===== src/tc_status_pkg.sv =====
package tc_status_pkg;

  // Register word width and channel value width
  localparam int unsigned DATA_W = 32;
  localparam int unsigned VAL_W  = 16;
  localparam int unsigned FLAG_N = 8;

  // Register byte offsets, one aligned word each
  localparam logic [7:0] OFS_STATUS = 8'h00;
  localparam logic [7:0] OFS_IEN_SET = 8'h04;
  localparam logic [7:0] OFS_IEN_CLR = 8'h08;
  localparam logic [7:0] OFS_MASK   = 8'h0C;
  localparam logic [7:0] OFS_LIMIT_C = 8'h10;
  localparam logic [7:0] OFS_CC_A   = 8'h14;
  localparam logic [7:0] OFS_CC_B   = 8'h18;
  localparam logic [7:0] OFS_MODE   = 8'h1C;

  // Status bit positions, and BIT_WAVE in the mode word
  localparam int unsigned BIT_OVF  = 0;
  localparam int unsigned BIT_OVR  = 1;
  localparam int unsigned BIT_CMPA = 2;
  localparam int unsigned BIT_CMPB = 3;
  localparam int unsigned BIT_CMPC = 4;
  localparam int unsigned BIT_LDA  = 5;
  localparam int unsigned BIT_LDB  = 6;
  localparam int unsigned BIT_ETRG = 7;
  localparam int unsigned BIT_CLKEN = 16;
  localparam int unsigned BIT_MIRA = 17;
  localparam int unsigned BIT_MIRB = 18;
  localparam int unsigned BIT_WAVE = 0;

  // Flags allowed per mode: capture keeps overrun and loads, waveform the A/B compares
  localparam logic [7:0] CAPTURE_ONLY  = 8'h62;
  localparam logic [7:0] WAVEFORM_ONLY = 8'h0C;

  // Reset values
  localparam logic [7:0]       FLAGS_RST = 8'h00;
  localparam logic [7:0]       MASK_RST  = 8'h00;
  localparam logic [VAL_W-1:0] VAL_RST   = 16'h0000;
  localparam logic             MODE_RST  = 1'b0;
  localparam logic [1:0]       LINE_RST  = 2'h0;

  // Event strobes from the counter datapath, one cycle each
  typedef struct packed {
    logic ext_trigger;
    logic load_b;
    logic load_a;
    logic compare_c;
    logic compare_b;
    logic compare_a;
    logic overflow;
  } timer_events_t;

  // Values captured by the capture engine
  typedef struct packed {
    logic [VAL_W-1:0] b;
    logic [VAL_W-1:0] a;
  } capture_values_t;

  // Levels of the two I/O lines
  typedef struct packed {
    logic line_b;
    logic line_a;
  } line_levels_t;

endpackage


===== src/timer_channel_status_irq.sv =====
// Added by the designer: the Wishbone slave port and the address map.
module timer_channel_status_irq
(
  input  wire logic                            clk,                   // 200 MHz clock
  input  wire logic                            rst_n,                 // Async reset, low
  input  wire logic                            ce,                    // Clock enable
  input  wire logic                            cyc_i,                 // Wishbone cycle
  input  wire logic                            stb_i,                 // Wishbone strobe
  input  wire logic                            we_i,                  // Wishbone write
  input  wire logic [7:0]                      adr_i,                 // Byte address
  input  wire logic [3:0]                      sel_i,                 // Byte lanes
  input  wire logic [tc_status_pkg::DATA_W-1:0] dat_i,                // Write data
  output logic      [tc_status_pkg::DATA_W-1:0] dat_o,                // Read data
  output logic                                 ack_o,                 // Wishbone ack
  input  wire tc_status_pkg::timer_events_t    events,                // Event strobes
  input  wire tc_status_pkg::capture_values_t  capture,               // Captured values
  input  wire logic                            clock_enabled,         // Counter clock on
  input  wire tc_status_pkg::line_levels_t     line_pin,              // Pin levels, async
  input  wire tc_status_pkg::line_levels_t     line_drive,            // Driven levels
  output logic                                 waveform_mode,         // Mode bit
  output logic      [tc_status_pkg::VAL_W-1:0] capture_compare_a,     // Register A
  output logic      [tc_status_pkg::VAL_W-1:0] capture_compare_b,     // Register B
  output logic      [tc_status_pkg::VAL_W-1:0] compare_limit_c,       // Register C
  output logic                                 irq                    // Level interrupt
);
  import tc_status_pkg::*;

  logic                 ack_ff;
  logic [DATA_W-1:0]    rdata_ff;
  logic                 mode_ff;
  logic [VAL_W-1:0]     cc_a_ff;
  logic [VAL_W-1:0]     cc_b_ff;
  logic [VAL_W-1:0]     limit_c_ff;
  logic                 pend_a_ff;
  logic                 pend_b_ff;
  logic [FLAG_N-1:0]    flags_ff;
  logic [FLAG_N-1:0]    nxt_flags;
  logic [FLAG_N-1:0]    mask_ff;
  logic [FLAG_N-1:0]    nxt_mask;
  logic [FLAG_N-1:0]    flag_set;
  logic [FLAG_N-1:0]    flag_clr;
  logic [FLAG_N-1:0]    flags_view;
  logic [1:0]           line_filt_ff;
  logic [1:0]           line_mirror;
  logic [2:0]           sync_ff [2];
  logic [DATA_W-1:0]    nxt_rdata;
  logic                 access;
  logic                 rd;
  logic                 wr;
  logic                 hit_status;
  logic                 hit_ien_set;
  logic                 hit_ien_clr;
  logic                 hit_mask;
  logic                 hit_limit_c;
  logic                 hit_cc_a;
  logic                 hit_cc_b;
  logic                 hit_mode;
  logic                 load_a;
  logic                 load_b;
  logic                 overrun;

  // Bus request taken once; ack then blocks a second take of the same request
  assign access = cyc_i & stb_i & ~ack_ff;
  assign rd     = access & ~we_i;
  assign wr     = access & we_i;

  // Word decode on address bits 7:2
  assign hit_status  = (adr_i[7:2] == OFS_STATUS[7:2]);
  assign hit_ien_set = (adr_i[7:2] == OFS_IEN_SET[7:2]);
  assign hit_ien_clr = (adr_i[7:2] == OFS_IEN_CLR[7:2]);
  assign hit_mask    = (adr_i[7:2] == OFS_MASK[7:2]);
  assign hit_limit_c = (adr_i[7:2] == OFS_LIMIT_C[7:2]);
  assign hit_cc_a    = (adr_i[7:2] == OFS_CC_A[7:2]);
  assign hit_cc_b    = (adr_i[7:2] == OFS_CC_B[7:2]);
  assign hit_mode    = (adr_i[7:2] == OFS_MODE[7:2]);

  // One-cycle ack for every address, mapped or not
  always_ff @(posedge clk or negedge rst_n)
  begin
    if (!rst_n)
      ack_ff <= 1'b0;
    else if (ce)
      ack_ff <= access;
  end

  assign ack_o = ack_ff;
  assign dat_o = rdata_ff;

  // Operating mode bit, low byte lane
  always_ff @(posedge clk or negedge rst_n)
  begin
    if (!rst_n)
      mode_ff <= MODE_RST;
    else if (ce && wr && hit_mode && sel_i[0])
      mode_ff <= dat_i[BIT_WAVE];
  end

  assign waveform_mode = mode_ff;

  // Limit C is writable in both modes
  always_ff @(posedge clk or negedge rst_n)
  begin
    if (!rst_n)
      limit_c_ff <= VAL_RST;
    else if (ce && wr && hit_limit_c)
    begin
      if (sel_i[0])
        limit_c_ff[7:0] <= dat_i[7:0];
      if (sel_i[1])
        limit_c_ff[15:8] <= dat_i[15:8];
    end
  end

  assign compare_limit_c = limit_c_ff;

  // Loads only count in capture mode; software writes A and B only in waveform mode
  assign load_a = events.load_a & ~mode_ff;
  assign load_b = events.load_b & ~mode_ff;

  always_ff @(posedge clk or negedge rst_n)
  begin
    if (!rst_n)
    begin
      cc_a_ff <= VAL_RST;
      cc_b_ff <= VAL_RST;
    end
    else if (ce)
    begin
      if (load_a)
        cc_a_ff <= capture.a;
      else if (wr && hit_cc_a && mode_ff)
      begin
        if (sel_i[0])
          cc_a_ff[7:0] <= dat_i[7:0];
        if (sel_i[1])
          cc_a_ff[15:8] <= dat_i[15:8];
      end
      if (load_b)
        cc_b_ff <= capture.b;
      else if (wr && hit_cc_b && mode_ff)
      begin
        if (sel_i[0])
          cc_b_ff[7:0] <= dat_i[7:0];
        if (sel_i[1])
          cc_b_ff[15:8] <= dat_i[15:8];
      end
    end
  end

  assign capture_compare_a = cc_a_ff;
  assign capture_compare_b = cc_b_ff;

  // Unread-load markers; a load in the same cycle as the read keeps the marker
  always_ff @(posedge clk or negedge rst_n)
  begin
    if (!rst_n)
    begin
      pend_a_ff <= 1'b0;
      pend_b_ff <= 1'b0;
    end
    else if (ce)
    begin
      pend_a_ff <= load_a | (pend_a_ff & ~(rd & hit_cc_a));
      pend_b_ff <= load_b | (pend_b_ff & ~(rd & hit_cc_b));
    end
  end

  assign overrun = (load_a & pend_a_ff) | (load_b & pend_b_ff);

  // Set vector, gated by the mode where the flag belongs to one mode only
  always_comb
  begin
    flag_set           = '0;
    flag_set[BIT_OVF]  = events.overflow;
    flag_set[BIT_OVR]  = overrun;
    flag_set[BIT_CMPA] = events.compare_a & mode_ff;
    flag_set[BIT_CMPB] = events.compare_b & mode_ff;
    flag_set[BIT_CMPC] = events.compare_c;
    flag_set[BIT_LDA]  = load_a;
    flag_set[BIT_LDB]  = load_b;
    flag_set[BIT_ETRG] = events.ext_trigger;
  end

  // Clear on status read, or write-one-to-clear from the low lane
  always_comb
  begin
    flag_clr = '0;
    if (rd && hit_status)
      flag_clr = '1;
    else if (wr && hit_status && sel_i[0])
      flag_clr = dat_i[FLAG_N-1:0];
    nxt_flags = (flags_ff & ~flag_clr) | flag_set; // Set beats clear
  end

  always_ff @(posedge clk or negedge rst_n)
  begin
    if (!rst_n)
      flags_ff <= FLAGS_RST;
    else if (ce)
      flags_ff <= nxt_flags;
  end

  // Flags of the other mode read as zero, even if left over from a mode change
  assign flags_view = flags_ff & (mode_ff ? ~CAPTURE_ONLY : ~WAVEFORM_ONLY);

  // Mask: enable-set ones set, enable-clear ones clear, zeros ignored
  always_comb
  begin
    nxt_mask = mask_ff;
    if (wr && hit_ien_set && sel_i[0])
      nxt_mask = mask_ff | dat_i[FLAG_N-1:0];
    if (wr && hit_ien_clr && sel_i[0])
      nxt_mask = mask_ff & ~dat_i[FLAG_N-1:0];
  end

  always_ff @(posedge clk or negedge rst_n)
  begin
    if (!rst_n)
      mask_ff <= MASK_RST;
    else if (ce)
      mask_ff <= nxt_mask;
  end

  // Interrupt follows the registered flags, mask and mode only
  assign irq = |(flags_view & mask_ff);

  // Pin synchronisers; the filtered level moves only when stages 2 and 3 agree
  for (genvar i = 0; i < 2; i++)
  begin : g_line_sync
    always_ff @(posedge clk or negedge rst_n)
    begin
      if (!rst_n)
      begin
        sync_ff[i]      <= 3'h0;
        line_filt_ff[i] <= LINE_RST[i];
      end
      else if (ce)
      begin
        sync_ff[i] <= {sync_ff[i][1:0], line_pin[i]};
        if (sync_ff[i][1] == sync_ff[i][2])
          line_filt_ff[i] <= sync_ff[i][2];
      end
    end
  end

  // Mirror: driven level in waveform mode, sampled pin in capture mode
  assign line_mirror = mode_ff ? line_drive : line_filt_ff;

  // Read mux; unmapped and write-only words read zero
  always_comb
  begin
    nxt_rdata = '0;
    if (hit_status)
    begin
      nxt_rdata[FLAG_N-1:0] = flags_view;
      nxt_rdata[BIT_CLKEN]  = clock_enabled;
      nxt_rdata[BIT_MIRA]   = line_mirror[0];
      nxt_rdata[BIT_MIRB]   = line_mirror[1];
    end
    else if (hit_mask)
      nxt_rdata[FLAG_N-1:0] = mask_ff;
    else if (hit_limit_c)
      nxt_rdata[VAL_W-1:0] = limit_c_ff;
    else if (hit_cc_a)
      nxt_rdata[VAL_W-1:0] = cc_a_ff;
    else if (hit_cc_b)
      nxt_rdata[VAL_W-1:0] = cc_b_ff;
    else if (hit_mode)
      nxt_rdata[BIT_WAVE] = mode_ff;
  end

  // Read data held from the take until the next read take
  always_ff @(posedge clk or negedge rst_n)
  begin
    if (!rst_n)
      rdata_ff <= '0;
    else if (ce && rd)
      rdata_ff <= nxt_rdata;
  end
endmodule


===== config.mk =====
export PLATFORM = sky130hd
export DESIGN_NAME = timer_channel_status_irq
export DESIGN_NICKNAME = d
export VERILOG_FILES = /design/src/tc_status_pkg.sv /design/src/timer_channel_status_irq.sv
export SDC_FILE = /design/constraint.sdc
export NUM_CORES = 1
export LEC_CHECK = 0
export BUFFER_PORTS_ARGS = -buffer_cell sky130_fd_sc_hd__clkbuf_2
export CORE_ASPECT_RATIO = 0.5
export CORE_MARGIN = 2
export CORE_UTILIZATION = 50
export CTS_CLUSTER_DIAMETER = 120
export DETAILED_ROUTE_END_ITERATION = 16
export GPL_ROUTABILITY_DRIVEN = 0
export GPL_TIMING_DRIVEN = 0
export PLACE_DENSITY = 0.83
export SETUP_SLACK_MARGIN = 0.1
export SYNTH_ARGS = -nofsm -noshare
export SYNTH_HDL_FRONTEND = slang
export SYNTH_SLANG_ARGS = --single-unit

===== constraint.sdc =====
create_clock -name clk -period 2.3 [get_ports clk]
set_input_delay 0.23 -clock clk [delete_from_list [all_inputs] [get_ports clk]]
set_output_delay 0.23 -clock clk [all_outputs]
set_load 0.02 [all_outputs]

======== After elaboration in Yosys (flattened, before gate mapping) ========
Cells that the tools add are included.
word-level totals
  register bits after elaboration ......... 95
  input bits .............................. 94
  output and inout port bits .............. 83
  word-level logic and storage cells ...... 112
cells by class
  equal/unequal tests ..................... 9
  muxes and demuxes ....................... 22
  bitwise gates (word level) .............. 30
  reductions and logical operators ........ 34
operators by type and width
  operator                                             number
  two-way mux 16 bit                                   6
  two-way mux 8 bit                                    10
  bitwise AND 8 bit                                    4
  equality test 6 x 3 -> 1 bit, second input constant  4
  logical AND 1 bit                                    16
  NOT 8 bit                                            2
  bitwise OR 8 bit                                     2
  two-way mux 15 bit                                   1
  bitwise AND 1 bit                                    14
  nonzero test 2 bit                                   7
  equality test 6 x 2 -> 1 bit, second input constant  2
  AND reduction 3 bit                                  4
  AND reduction 2 bit                                  5
  OR reduction 8 bit                                   1
  two-way mux 7 bit                                    1
  equality test 6 x 1 -> 1 bit, second input constant  1
  zero test 6 bit                                      1
  NOT 1 bit                                            5
  two-way mux 3 bit                                    1
  bitwise OR 1 bit                                     3
  equality test 1 bit                                  2
  two-way mux 1 bit                                    2
  two-way mux 2 bit                                    1

======== Longest topological paths before layout ========
  depth after elaboration ................. 10
  gate-level depth with buffers ........... 8
  mapped depth without buffers ............ 4

======== Least setup slack after synthesis ========
Ideal clock, no wire load.
  path kind ............................... in2reg
  from .................................... input adr_i[2]
  to ...................................... register limit_c_ff[10] (netlist: compare_limit_c[10])
  library setup time ...................... 125 ps
  arrival time ............................ 2209 ps
  data required time ...................... 2175 ps
  slack ................................... -34 ps
  cell stages on the path ................. 7
  buffers on the path ..................... 3
  cells stage by stage .................... buf_2 -> or4_1 -> buf_2 -> or3b_1 -> buf_6 -> nor3_4 -> mux2_2
between the ends
  longest elaborated chain between the ends .. 3
ends and longest elaborated chain
  what                                  RTL line                         source
  start: declaration                    timer_channel_status_irq.sv:10   input wire logic [7:0] adr_i,
  equality test 6 x 3 -> 1 bit          timer_channel_status_irq.sv:72   assign hit_limit_c = (adr_i[7:2] == OFS_LIMIT_C[7:2]);
  logical AND 1 bit                     timer_channel_status_irq.sv:105  else if (ce && wr && hit_limit_c)
  AND reduction 2 bit (no source line)  -
  end signal: assignment                timer_channel_status_irq.sv:110  limit_c_ff[15:8] <= dat_i[15:8];
  end: declaration                      timer_channel_status_irq.sv:33   logic [VAL_W-1:0] limit_c_ff;
Every way passes these cells.
A chain may end at the register's enable or synchronous reset.

======== Worst setup path after layout ========
  from .................................... input adr_i[5]
  to ...................................... register cc_b_ff[6] (netlist: capture_compare_b[6])
between the ends
  longest elaborated chain between the ends .. 5
ends and longest elaborated chain
  what                                  RTL line                         source
  equality test 6 x 3 -> 1 bit          timer_channel_status_irq.sv:74   assign hit_cc_b = (adr_i[7:2] == OFS_CC_B[7:2]);
  logical AND 1 bit (2 in series)       timer_channel_status_irq.sv:140  else if (wr && hit_cc_b && mode_ff)
  nonzero test 2 bit (no source line)   -
  AND reduction 3 bit (no source line)  -
  end signal: assignment                timer_channel_status_irq.sv:139  cc_b_ff <= capture.b;
  end signal: assignment                timer_channel_status_irq.sv:143  cc_b_ff[7:0] <= dat_i[7:0];
  end: declaration                      timer_channel_status_irq.sv:32   logic [VAL_W-1:0] cc_b_ff;
Every way passes these cells.

==> summary.md <==
| Metric | Value |
|---|---|
| Initial antenna violation count | `0` |
| Largest family of logic cells by synthesized area | `compound AO/OA/AOI/OAI gates` |
| Chip Height | `73.79 um` |
| Vias in the first global route | `4517` |
| Sequential area share after synthesis | `0.4881` |
| Slew Viols, Final | `0` |
| Yosys reg bits | `95` |
| PD cells | `654.0 nW/um2` |
| Root Buffer | `clkbuf_16` |
| Synth top area share | `0.4881` |
| Finished Cell Area | `6254 um2` |
| Dpl cell area | `5813 um2` |
| Worst-Margin Slew | `0.8663 ns` |
| Global-route wire length before repair | `23580 um` |
| Outcome | `completed` |
| Largest net degree at the start of global routing | `62` |
| Max-cap viol count | `0` |
| Crit path required time | `2.49 ns` |
| Post-synth EDFFs | `0` |
| R2R cell count | `5` |
| Vias | `4811` |
| Worst slew margin | `0.4225` |
| RSZ-0062 raised after global routing | `true` |
| Core Area | `9447 um2` |
| Finished Core Util | `0.6620` |
| Post-DRT Antenna Nets | `0` |
| Syn_area_per_cell | `10.28 um2` |
| Detailed Route WL | `15490 um` |
| Adder-cell share of the synthesized area | `0` |
| XOR/XNOR Fraction of Synth Area | `0` |
| Initial Utilization | `0.5156` |
| Launch point of the worst reg-to-reg path | `ack_o` |
| Commonest cells post-synth | `dfrtp_1, nand2_1, a21oi_1, mux2_2, nor2_1` |
| CTS Sinks | `95` |
| Final period utilization | `0.9318` |
| CTS tree | `built` |
| Mapped Cells | `474` |
| Top-count cell post-synth | `dfrtp_1` |
| Hold_ws | `0.0007776 ns` |
| Crit path capture type | `flip-flop` |
| Clk pin slew, worst setup/hold paths | `0.07 ns` |
| Minimum clock period | `2.143 ns` |
| Number of vias per cell | `6.152` |
| Die width | `143.6 um` |
| Nets@finish | `736` |
| CTS buffer count | `9` |
| Post-synth cell types | `52` |
| Critical Path Start Type | `input port` |
| IO buf count | `139` |
| H-tree depth | `3` |
| Crit path kind | `in2reg` |
| Async SR Flop Fraction | `1.000` |
| VDD IR max | `0.4584 mV` |
| Min-Delay Path Class | `in2async` |
| Critical Path AT | `2.34 ns` |
| Mux share of post-synthesis cell area | `0.1289` |
| Dominant cells by area after synthesis | `dfrtp_1, mux2_2, a21oi_1` |
| Fraction of layout cells with a size suffix above 1 | `0.3632` |
| Simple-Gate Fraction of Synth Area | `0.1356` |
| Skew-Pair Late Insertion Delay | `0.35 ns` |
| Hpwl dp | `10960 um` |
| Max Clock Freq | `0.4666 GHz` |
| Final number of hold-violating endpoints | `0` |
| Drt initial violations | `521` |
| Total GRT Usage | `0.2943` |
| # DRC | `0` |
| Core Rows | `25` |
| Yosys warning count | `0` |
| Crit path launch | `adr_i[5]` |
| Clk buf depth | `2` |
| Area growth from synthesis to layout | `28.38%` |
| Clock skew | `0.007560 ns` |
| Syn Std Cell Area | `4871 um2` |
| I/O Pins | `177` |
| Static leakage | `3.083 nW` |
| Die ar. | `10600 um2` |
| Top FF cell, synth | `dfrtp_1` |
| Top cell type by total area after synthesis | `dfrtp_1` |
| Total grt overflow | `0` |
| Diode count | `0` |
| Final setup viols | `0` |
| Synth Area in Compound Gates | `0.1903` |
| Routed length per instance | `19.81 um` |
| Largest fanout on the critical path | `10` |
| DR pass1 iterations | `6` |
registers in the layout, indices dropped and copies added, names as in the netlist, 2 cells and up, named ones only:
register and cells:
line_filt_ff 2, flags_ff 8, capture_compare_a 16, compare_limit_c 16, capture_compare_b 16, sync_ff 6, dat_o 19
power by group:
part / total [mW] / switching, mW / internal [mW]
Clock: 1.61 / 0.659 / 0.956
Sequential: 1.86 / 0.0812 / 1.77
Combinational: 0.620 / 0.382 / 0.238
Total: 4.09 / 1.12 / 2.97
layout by cell type, fill, tap and decap left out, types with 9 or more instances in the layout:
| master | n |
|---|---|
| nand2b_1 | 12 |
| nand2_1 | 50 |
| a31oi_1 | 10 |
| dfrtp_1 | 95 |
| mux2i_1 | 20 |
| conb_1 | 13 |
| o21ai_0 | 15 |
| clkbuf_16 | 9 |
| buf_4 | 16 |
| a21oi_1 | 47 |
| inv_1 | 9 |
| clkbuf_2 | 144 |
| mux2_2 | 37 |
| clkbuf_1 | 20 |
| nor2_1 | 31 |
logic make-up after synthesis:
family	count (synthesis)
buffers and inverters	55
muxes	58
AOI/OAI and AO/OA	133
other	1
and+or+nand+nor	132
DFF	95
critical path, cell delays in order:
cell	delay, ns
clkbuf_2	0.14
or4b_2	0.68
clkbuf_1	0.22
clkbuf_2	0.25
o41a_1	0.54
nand2_1	0.16
o21ai_0	0.12
per-stage QoR:
stage | setup slack (ns) | power [mW] | setup TNS (ns) | cells
floorplan | 0.02924 | 2.214 | 0 | 486
global placement | -0.4673 | 2.463 | -26.15 | 760
detailed placement | -0.4817 | 2.484 | -15.87 | 761
CTS | 0.1173 | 4.083 | 0 | 777
global route | 0.06474 | 4.227 | 0 | 782
finish | 0.1568 | 4.090 | 0 | 782
final timing paths:
kind / endpoint / slack, ns
setup / recovery: capture_compare_b[6] / 0.16
hold / removal: capture_compare_b[3] / 0.0008
setup reg to reg: flip-flop / 0.21
hold reg to reg: dat_o[14] / 0.48
max in group asynchronous: dat_o[13] / 1.61
min in group clk: flags_ff[0] / 0.11
per-layer routing:
layer | GRT usage | part of all wire | vias to the layer above
li1 | - | - | 2071
met1 | 0.3913 | 0.39 | 2311
met2 | 0.4831 | 0.46 | 369
met3 | 0.06389 | 0.12 | 60
met4 | 0.1057 | 0.032 | 0
met5 | 0 | 0 | -
cell type report:
| type | instances | area, um2 |
|---|---|---|
| Timing Repair Buffer | 145 | 780.7 |
| Sequential cell | 95 | 2377 |
| Inverter | 10 | 37.54 |
| Fill cell | 774 | 3193 |
| Clock buffer | 11 | 232.7 |
| Tap cell | 135 | 168.9 |
| Multi-Input combinational cell | 336 | 2320 |
| Buffer | 45 | 255.2 |
| Clock inverter | 5 | 81.33 |
timing repair:
action,CTS,global route
gates resized for setup,8,15
hold buffers,0,0
pin swaps,0,3
setup buffers,0,5
hold endpoints to repair,0,0
setup endpoints to repair,37,64
No activity file was read; power rests on OpenSTA's default activity.
